<file path="src/design/ltc_pkg.sv">
/*
 * package for the lin transceiver mode control core: modes, fail-safe sources,
 * timing constants and carrier structs.
 * assumes a 25 MHz ref_clk shared by every file that imports it.
 */
package ltc_pkg;

    // clock rate
    localparam int CLK_HZ = 25000000;
    localparam int CLK_NS = 40;

    // documented times in their own units
    localparam int REARM_US = 10;       // txd high time to re-arm driver
    localparam int DOM_TIMEOUT_MS = 20; // dominant time-out
    localparam int WAKE_FILT_US = 100;  // wake filter time

    // derived cycle counts (least times round up)
    localparam int REARM_CYC = (REARM_US * 1000 + CLK_NS - 1) / CLK_NS;
    localparam int WAKE_CYC = (WAKE_FILT_US * 1000 + CLK_NS - 1) / CLK_NS;
    localparam int DOM_CYC = (DOM_TIMEOUT_MS * 1000 + CLK_NS - 1) / CLK_NS * 1000;

    // counter width, large enough for the dominant time-out
    localparam int CNT_W = 20;
    localparam logic [CNT_W-1:0] CNT_ZERO = 20'h00000;
    localparam logic [CNT_W-1:0] CNT_ONE = 20'h00001;

    // fifo geometry
    localparam int FIFO_W = 2;
    localparam int FIFO_D = 16;

    // operating modes
    typedef enum logic [1:0] {
        LTC_UNPOWERED,
        LTC_FAILSAFE,
        LTC_NORMAL,
        LTC_SLEEP
    } ltc_mode_t;

    // cause of the current fail-safe stay
    typedef enum logic [1:0] {
        LTC_SRC_NONE,
        LTC_SRC_BUS_WAKE,
        LTC_SRC_LOCAL_WAKE,
        LTC_SRC_UNDERVOLT
    } ltc_src_t;

    // supply and thermal indicators from the analog front end
    typedef struct packed {
        logic supply_ok;     // supply above operating threshold
        logic undervoltage;  // supply below undervoltage threshold
        logic over_temp;     // thermal shutdown active
    } ltc_supply_t;

    // sample carried through the fifo: host txd level and driver gate
    typedef struct packed {
        logic tx_level;
        logic drv_allow;
    } ltc_tx_word_t;

endpackage : ltc_pkg

</file>
<file path="src/design/ltc_core.sv">
/*
 * lin transceiver mode control core plus its transmit-path fifo.
 * assumes pins and front-end indicators arrive asynchronously (synchronised
 * here), one 25 MHz clock, synchronous active-low reset released after supply rise.
 */
// Function
// - enable high means normal mode, paths active; in sleep the code ignores enable and only a wake-up, to fail-safe, or supply loss, to unpowered, leaves it
// - enable falls with txd high: sleep
// - power-up enters fail-safe, inhibit on
// - undervoltage disables transmission
// - txd low dominant, txd high recessive
// - txd low at entry: wait high 10us
// - fail-safe: txd pin becomes source output
// - txd low over 20ms forces recessive
// - after time-out, re-arm after 10us high
// - sleep decision uses present txd level
// - normal mode: rxd follows bus level
// - unpowered: rxd not driven
// - floating enable counts as low
// - inhibit on normal/fail-safe, off sleep
// - wake-up switches inhibit on
// - bus wake needs 100us dominant
// - local wake needs 100us low
// - over-temperature clear re-enables driver
// - sleep allowed with bus shorted low
// - fail-safe source coding on txd/rxd
// - fail-safe until enable high with no undervoltage, then normal
// - wake sources cleared on reaching normal
// - undervoltage in normal goes to fail-safe
`timescale 1ns/1ps

module ltc_fifo #(
    parameter int WIDTH = 2,
    parameter int DEPTH = 16
) (
    // clock and reset
    input wire logic ref_clk,
    input wire logic reset_n,
    // fill side
    input wire logic [WIDTH-1:0] in_data,
    input wire logic in_valid,
    output logic in_ready,
    // drain side
    output logic [WIDTH-1:0] out_data,
    output logic out_valid,
    input wire logic out_ready
);
    localparam int AW = $clog2(DEPTH);

    logic [WIDTH-1:0] mem [DEPTH];  // flip-flop storage
    logic [AW-1:0] wr_ptr, next_wr_ptr;
    logic [AW-1:0] rd_ptr, next_rd_ptr;
    logic [AW:0] count, next_count;
    logic do_wr, do_rd;

    // handshakes straight from the fill level
    assign in_ready = (count != (AW+1)'(DEPTH));
    assign out_valid = (count != '0);
    assign out_data = mem[rd_ptr];
    assign do_wr = in_valid && in_ready;
    assign do_rd = out_valid && out_ready;

    // next pointer and level
    always_comb begin
        next_wr_ptr = do_wr ? wr_ptr + 1'b1 : wr_ptr;
        next_rd_ptr = do_rd ? rd_ptr + 1'b1 : rd_ptr;
        next_count = count + (AW+1)'(do_wr) - (AW+1)'(do_rd);
    end

    // register pointers and write storage
    always_ff @(posedge ref_clk) begin
        if (!reset_n) begin
            wr_ptr <= '0;
            rd_ptr <= '0;
            count <= '0;
        end else begin
            wr_ptr <= next_wr_ptr;
            rd_ptr <= next_rd_ptr;
            count <= next_count;
        end
        if (do_wr) begin
            mem[wr_ptr] <= in_data;
        end
    end
endmodule : ltc_fifo

module ltc_core
    import ltc_pkg::*;
(
    // clock and reset
    input wire logic ref_clk,
    input wire logic reset_n,
    // host side pins
    input wire logic enable_in,
    input wire logic txd_in,
    output logic txd_out,
    output logic txd_oe,
    output logic rxd_out,
    output logic rxd_oe,
    // bus side
    input wire logic bus_in,
    output logic bus_drive_dominant,
    // local wake and supply indicators
    input wire logic local_wake_in,
    input wire ltc_supply_t battery_supply,
    // regulator control and status
    output logic regulator_inhibit_out,
    output ltc_mode_t mode,
    // transmit path stall indication
    output logic tx_fifo_ready
);

    // synchroniser stages
    logic [5:0] sync1, sync2;
    logic en_s, txd_s, bus_s, wk_s, ok_s, uv_s, ot_s;

    // mode machine state
    ltc_mode_t next_mode;
    ltc_src_t src, next_src;
    logic en_prev, next_en_prev;

    // timers and driver gate
    logic [CNT_W-1:0] dom_cnt, next_dom_cnt;
    logic [CNT_W-1:0] rearm_cnt, next_rearm_cnt;
    logic [CNT_W-1:0] bwk_cnt, next_bwk_cnt;
    logic [CNT_W-1:0] lwk_cnt, next_lwk_cnt;
    logic drv_armed, next_drv_armed;
    logic lwk_hi, next_lwk_hi;
    logic bus_wake, local_wake;

    // fifo feed and drain
    ltc_tx_word_t fifo_in, fifo_out;
    logic fifo_out_valid;
    logic next_drive, next_rxd, next_txd_oe, next_txd_out, next_rxd_oe;

    // counts while a condition holds, saturating at the limit
    function automatic logic [CNT_W-1:0] hold_count(input logic cond, input logic [CNT_W-1:0] cnt,
                                                     input logic [CNT_W-1:0] lim);
        if (!cond) begin
            hold_count = CNT_ZERO;
        end else if (cnt < lim) begin
            hold_count = cnt + CNT_ONE;
        end else begin
            hold_count = cnt;
        end
    endfunction : hold_count

    // two-flop synchronisers for every asynchronous input
    always_ff @(posedge ref_clk) begin
        sync1 <= {enable_in, txd_in, bus_in, local_wake_in, battery_supply.supply_ok, battery_supply.undervoltage};
        sync2 <= sync1;
    end

    // over-temperature synchroniser kept separate from the packed group
    logic ot1, ot2;
    always_ff @(posedge ref_clk) begin
        ot1 <= battery_supply.over_temp;
        ot2 <= ot1;
    end

    // an unknown or floating enable resolves low after the synchroniser
    assign en_s = (sync2[5] === 1'b1);
    assign txd_s = sync2[4];
    assign bus_s = sync2[3];
    assign wk_s = sync2[2];
    assign ok_s = sync2[1];
    assign uv_s = sync2[0];
    assign ot_s = ot2;

    // wake filters only counted in sleep mode
    assign bus_wake = (bwk_cnt == CNT_W'(WAKE_CYC)) && bus_s;      // dominant then release
    assign local_wake = (lwk_cnt == CNT_W'(WAKE_CYC));

    // timers next values
    always_comb begin
        // dominant time-out counts while host holds txd low in normal mode
        next_dom_cnt = hold_count(mode == LTC_NORMAL && !txd_s, dom_cnt, CNT_W'(DOM_CYC));
        // re-arm counter counts txd high time
        next_rearm_cnt = hold_count(txd_s, rearm_cnt, CNT_W'(REARM_CYC));
        // bus dominant time, kept through the rising edge that completes the wake
        if (mode != LTC_SLEEP) begin
            next_bwk_cnt = CNT_ZERO;
        end else if (!bus_s) begin
            next_bwk_cnt = hold_count(1'b1, bwk_cnt, CNT_W'(WAKE_CYC));
        end else if (bwk_cnt == CNT_W'(WAKE_CYC)) begin
            next_bwk_cnt = bwk_cnt;
        end else begin
            next_bwk_cnt = CNT_ZERO;
        end
        // local wake needs a high phase before a low edge starts a request
        next_lwk_hi = (mode == LTC_SLEEP) ? (lwk_hi || wk_s) : wk_s;
        next_lwk_cnt = hold_count(mode == LTC_SLEEP && lwk_hi && !wk_s, lwk_cnt, CNT_W'(WAKE_CYC));
        // driver gate: disarmed outside normal mode or on time-out; re-armed by txd high 10us while not over-temperature
        next_drv_armed = drv_armed;
        if (mode != LTC_NORMAL || dom_cnt == CNT_W'(DOM_CYC)) begin
            next_drv_armed = 1'b0;
        end else if (rearm_cnt == CNT_W'(REARM_CYC) && !ot_s) begin
            next_drv_armed = 1'b1;
        end
    end

    // mode machine next values
    always_comb begin
        next_mode = mode;
        next_src = src;
        next_en_prev = en_s;
        if (!ok_s) begin
            next_mode = LTC_UNPOWERED;
            next_src = LTC_SRC_NONE;
        end else begin
            case (mode)
                LTC_UNPOWERED: begin
                    next_mode = LTC_FAILSAFE;
                    next_src = uv_s ? LTC_SRC_UNDERVOLT : LTC_SRC_NONE;
                end
                LTC_FAILSAFE: begin
                    if (en_s && !uv_s) begin
                        next_mode = LTC_NORMAL;
                        next_src = LTC_SRC_NONE;
                    end else if (en_prev && !en_s && txd_s) begin
                        next_mode = LTC_SLEEP;
                    end
                end
                LTC_NORMAL: begin
                    if (uv_s) begin
                        next_mode = LTC_FAILSAFE;
                        next_src = LTC_SRC_UNDERVOLT;
                    end else if (!en_s && txd_s) begin
                        next_mode = LTC_SLEEP;
                    end
                end
                LTC_SLEEP: begin
                    if (bus_wake) begin
                        next_mode = LTC_FAILSAFE;
                        next_src = LTC_SRC_BUS_WAKE;
                    end else if (local_wake) begin
                        next_mode = LTC_FAILSAFE;
                        next_src = LTC_SRC_LOCAL_WAKE;
                    end
                end
                default: next_mode = LTC_UNPOWERED;
            endcase
        end
    end

    // fifo sample: host level and gate, taken each cycle in normal mode
    assign fifo_in.tx_level = txd_s;
    assign fifo_in.drv_allow = drv_armed && !uv_s && !ot_s;

    ltc_fifo #(.WIDTH(FIFO_W), .DEPTH(FIFO_D)) i_ltc_fifo (
        .ref_clk(ref_clk),
        .reset_n(reset_n && mode == LTC_NORMAL),
        .in_data(fifo_in),
        .in_valid(mode == LTC_NORMAL),
        .in_ready(tx_fifo_ready),
        .out_data(fifo_out),
        .out_valid(fifo_out_valid),
        .out_ready(1'b1)
    );

    // pin outputs next values
    always_comb begin
        next_drive = 1'b0;
        next_rxd = 1'b1;
        next_rxd_oe = 1'b1;
        next_txd_oe = 1'b0;
        next_txd_out = 1'b1;
        case (mode)
            LTC_NORMAL: begin
                // low txd drives dominant only through the armed gate
                next_drive = fifo_out_valid && fifo_out.drv_allow && !fifo_out.tx_level;
                next_rxd = bus_s;
            end
            LTC_FAILSAFE: begin
                next_txd_oe = 1'b1;
                case (src)
                    LTC_SRC_BUS_WAKE: begin
                        next_txd_out = 1'b0;
                        next_rxd = 1'b0;
                    end
                    LTC_SRC_LOCAL_WAKE: begin
                        next_txd_out = 1'b0;
                        next_rxd = 1'b1;
                    end
                    LTC_SRC_UNDERVOLT: begin
                        next_txd_out = 1'b1;
                        next_rxd = 1'b0;
                    end
                    default: begin
                        next_txd_out = 1'b1;
                        next_rxd = 1'b1;
                    end
                endcase
            end
            LTC_SLEEP: next_rxd_oe = 1'b0;
            default: next_rxd_oe = 1'b0;
        endcase
    end

    // register all state and outputs
    always_ff @(posedge ref_clk) begin
        if (!reset_n) begin
            mode <= LTC_UNPOWERED;
            src <= LTC_SRC_NONE;
            en_prev <= 1'b0;
            dom_cnt <= CNT_ZERO;
            rearm_cnt <= CNT_ZERO;
            bwk_cnt <= CNT_ZERO;
            lwk_cnt <= CNT_ZERO;
            lwk_hi <= 1'b0;
            drv_armed <= 1'b0;
            bus_drive_dominant <= 1'b0;
            rxd_out <= 1'b1;
            rxd_oe <= 1'b0;
            txd_out <= 1'b1;
            txd_oe <= 1'b0;
            regulator_inhibit_out <= 1'b0;
        end else begin
            mode <= next_mode;
            src <= next_src;
            en_prev <= next_en_prev;
            dom_cnt <= next_dom_cnt;
            rearm_cnt <= next_rearm_cnt;
            bwk_cnt <= next_bwk_cnt;
            lwk_cnt <= next_lwk_cnt;
            lwk_hi <= next_lwk_hi;
            drv_armed <= next_drv_armed;
            bus_drive_dominant <= next_drive;
            rxd_out <= next_rxd;
            rxd_oe <= next_rxd_oe;
            txd_out <= next_txd_out;
            txd_oe <= next_txd_oe;
            // inhibit follows the next mode so a wake turns it on with the mode change
            regulator_inhibit_out <= (next_mode == LTC_NORMAL || next_mode == LTC_FAILSAFE);
        end
    end

endmodule : ltc_core

</file>
<file path="config.mk">
export PLATFORM = sky130hd
export DESIGN_NAME = ltc_core
export DESIGN_NICKNAME = d
export VERILOG_FILES = /design/src/design/ltc_pkg.sv /design/src/design/ltc_core.sv
export SDC_FILE = /design/constraint.sdc
export NUM_CORES = 1
export LEC_CHECK = 0
export BUFFER_PORTS_ARGS = -buffer_cell sky130_fd_sc_hd__buf_2
export CAP_MARGIN = 20
export CORE_MARGIN = 3
export CORE_UTILIZATION = 34
export DETAILED_ROUTE_END_ITERATION = 6
export PLACE_DENSITY = 0.5
export REMOVE_ABC_BUFFERS = 1
export SLEW_MARGIN = 20
export SYNTH_ARGS = -nofsm -noshare
export SYNTH_HDL_FRONTEND = slang
export SYNTH_SLANG_ARGS = --single-unit
</file>
<file path="constraint.sdc">
create_clock -name ref_clk -period 3.15 [get_ports ref_clk]
set_clock_uncertainty 0.05 [all_clocks]
set_input_delay 0.63 -clock ref_clk [delete_from_list [all_inputs] [get_ports ref_clk]]
set_output_delay 0.63 -clock ref_clk [all_outputs]
set_load 0.02 [all_outputs]
</file>
==> results by group <==
Power
  – Peak VDD IR: roughly 0.4 mV
  – Static Leak: roughly 2.6 nW
  – PwrDens: about 540 nW/um^2

Setup path
  – CP Class: reg -> reg
  – Worst reg2reg path endpoint: i_ltc_fifo.count[4]$_SDFF_PN0_
  – Worst r2r path cells: 12
  – Startpoint class of the critical path: register
  – WP buf/inv: 3
  – Worst setup EP type: register
  – FF-to-FF setup slack: approximately 280 ps
  – Worst R2R Start: i_ltc_fifo.count[3]$_SDFF_PN0_
  – CP delay by family, top: adder cells
  – Largest stage delay, worst path: roughly 410 ps
  – CP arrival: around 3200 ps
  – Critical Path Source: i_ltc_fifo.count[3]$_SDFF_PN0_
  – CP Max Fanout: 5
  – Cell Chain, Critical Path: inv_1 > ha_1 > nor4b_1 > inv_1 > ha_1 > inv_1 > ha_1 > fa_1 > a21oi_1 > nor2_1 > or3_1 > a21oi_1
  – Critical-path top delay cell: fa_1
  – Worst Path Required: around 3500 ps

Synthesis
  – Primary FF master, synth: dfxtp_1
  – Post-Syn Area: 6610 um^2
  – Async SR Flop Fraction: 0%
  – Number of distinct library cells after synthesis: approximately 70
  – Yosys top cell area share: between 30 and 40%
  – Mapped Cells: between 600 and 700
  – Seq cells post-synth: ~160
  – Synthesis Warnings: 0
  – Top post-synthesis cells by area: dfxtp_1, edfxtp_1, ha_1
  – Synth area leader: dfxtp_1
  – Synth Area per Inst: 9.93 um^2
  – Post-synthesis sequential area ratio: 52.1%
  – Post-synth EDFFs: 32

Detailed routing
  – Routed WL: 12800 um
  – Routed Antenna Nets: 0
  – Vias: ~4700
  – WL per Instance: roughly 13 um
  – Vias/cell: between 4 and 5
  – Drt first pass iters: 4
  – Starting DRT DRC Count: 185
  – DRC viols: 0

Global route
  – Grt ovf: 0
  – Largest net degree at the start of global routing: 32
  – Vias in the first global route: between 4000 and 5000
  – First-pass GRT wire length: about 22000 um
  – GRT Util Overall: about an eighth
  – Initial antenna violation count: 0

Cells and area
  – P&R area growth vs syn: 14.1%
  – Share of cells above drive strength 1: between 10% and 20%
  – Diode count: 0
  – Sequential Area: ~3400 um^2
  – Multi-input logic area: about 2900 um^2
  – Net count, final: approximately 700
  – Filler cell count: 1874

STA
  – Worst slew pin tran: approximately 600 ps
  – Final Cycle Share: about 91%
  – RSZ-0062 raised after global routing: no
  – Pins Over Slew Limit: 0
  – Max Clk Rate: between 0.3 and 0.4 GHz
  – Rel. slew slack: about three fifths
  – Hold slack final: roughly 250 ps
  – Setup TNS: 0 ps
  – Final hold vios: 0
  – Final min period: roughly 2900 ps
  – Setup violators final: 0

CTS
  – TritonCTS buffer count: 17
  – Clock Root Buffer: clkbuf_16
  – Clk slew on worst S/H paths: roughly 70 ps
  – CTS tree: done
  – Gates resized, CTS repair: 0
  – Clock buffer depth: 2
  – H-tree levels: 4
  – Num Clock Sinks: approximately 160
  – Worst skew pair latency: around 430 ps
  – Setup Fix Bufs, Post-CTS: 0
  – Cts hold-fix bufs: 0

Floorplanning
  – IO Pins: 18
  – # rows: 50
  – Core outline area: ~19000 um^2
  – Die height: roughly 150 um
  – Die Area: 21100 um^2
  – Starting Density: 35.0%
  – Die width: between 100 and 150 um

Min path
  – Min-delay worst type: in -> reg
  – Hold EP: sync1[5]$_DFF_P_
  – Hold Startpoint: enable_in
  – Hold Path Stages: 1

Placement
  – GP Congestion: just under 0.8
  – DPL Wire Length: between 8000 and 9000 um
  – Number of port buffers: 17

Status
  – Outcome: complete, no violations

Flow run
  – Max cap viols: 0
-- worst max path at each step --
stage	to	depth (start not counted)	slack [ps]
detailed placement	i_ltc_fifo.count[4]$_SDFF_PN0_	12	320
CTS	i_ltc_fifo.count[4]$_SDFF_PN0_	12	300
global placement	i_ltc_fifo.count[4]$_SDFF_PN0_	12	410
floorplan	i_ltc_fifo.count[4]$_SDFF_PN0_	12	450
finish	i_ltc_fifo.count[4]$_SDFF_PN0_	12	280
global route	i_ltc_fifo.count[4]$_SDFF_PN0_	12	80
-- cells by family after synthesis --
logic type | Yosys count | share of synthesized area [%]
xor+xnor | 27 | 3.58
buf+inv | 59 | 3.60
mux | 9 | 1.70
flops | 156 | 52.1
fa+ha+maj | 27 | 5.23
simple gates | 279 | 22.6
compound gates | 108 | 11.1
-- sequential cells by signal (all words and copies together), names as in the netlist, named ones only --
signal	cells
bus_drive_dominant	1
bwk_cnt	20
dom_cnt	20
drv_armed	1
en_prev	1
i_ltc_fifo.count	5
i_ltc_fifo.mem	32
i_ltc_fifo.rd_ptr	4
i_ltc_fifo.wr_ptr	4
lwk_cnt	20
lwk_hi	1
mode	2
ot1	1
ot2	1
rearm_cnt	20
regulator_inhibit_out	1
rxd_oe	1
rxd_out	1
src	2
sync1	6
sync2	6
txd_oe	1
txd_out	1
-- cell usage in the layout, fill, tap and decap left out, drive strengths merged, types with 5 or more instances in the layout --
cell type | netlist | layout
a21oi | 36 | 36
and2 | 19 | 19
and3 | 23 | 23
buf | 5 | 22
clkbuf | 16 | 17
dfxtp | 124 | 124
edfxtp | 32 | 32
ha | 26 | 26
inv | 38 | 46
mux2i | 6 | 6
nand2 | 43 | 43
nand2b | 8 | 8
nand3 | 31 | 31
nand4 | 13 | 13
nor2 | 65 | 65
nor2b | 5 | 5
nor3 | 17 | 17
nor4 | 9 | 9
o21ai | 26 | 26
o31ai | 11 | 11
or3 | 17 | 17
or4 | 10 | 10
xnor2 | 15 | 15
xor2 | 12 | 12
-- per-layer routing --
| layer | GRT usage [%] | part of all wire [%] | vias to the layer above | routed length [um] |
|---|---|---|---|---|
| li1 | - | - | 2415 | - |
| met1 | 15.3 | 46 | 2255 | 5910 |
| met2 | 20.7 | 49 | 54 | 6230 |
| met3 | 3.89 | 3.4 | 13 | 434 |
| met4 | 4.56 | 1.4 | 0 | 181 |
| met5 | 0 | 0 | - | 0 |
-- Yosys cell counts (3+ instances only) --
cell,instances
a2111o_1,3
a211oi_1,3
a21oi_1,33
a21oi_2,3
a31oi_1,4
a41oi_1,4
and2_1,18
and3_1,22
clkbuf_1,16
dfxtp_1,124
edfxtp_1,32
ha_1,26
inv_1,38
mux2i_1,6
nand2_1,42
nand2b_1,8
nand3_1,31
nand3b_1,3
nand4_1,12
nor2_1,63
nor2b_1,5
nor3_1,17
nor3b_1,3
nor4_1,9
o21ai_0,23
o221ai_1,4
o31ai_1,10
o32ai_1,4
or3_1,17
or4_1,8
xnor2_1,15
xor2_1,12
-- cell type report --
| type | count | share of cell area [%] |
|---|---|---|
| Sequential cell | 156 | 45.7 |
| Tap cell | 260 | 4.32 |
| Clock inverter | 15 | 2.01 |
| Clock buffer | 17 | 5.64 |
| Multi-Input combinational cell | 450 | 38.8 |
| Timing Repair Buffer | 22 | 1.63 |
| Inverter | 38 | 1.89 |
-- power breakdown --
group / internal, mW / switching (mW)
registers: 2.05 / 0.0134
logic: 0.0204 / 0.0314
clock network: 1.11 / 0.871
-- through the flow --
stage               power [mW]  std cells  cell area (um^2)  utilization, %  setup slack (ps)
floorplan                 2.13        644              6510               -               446
global placement          2.16        926              6960            36.8               413
detailed placement        2.16        926              6960            36.8               323
CTS                       4.17        958              7530            39.9               296
global route              4.26        958              7540            39.9              77.5
finish                    4.10        958              7540            39.9               276
Power figures use the tool's default switching activity.
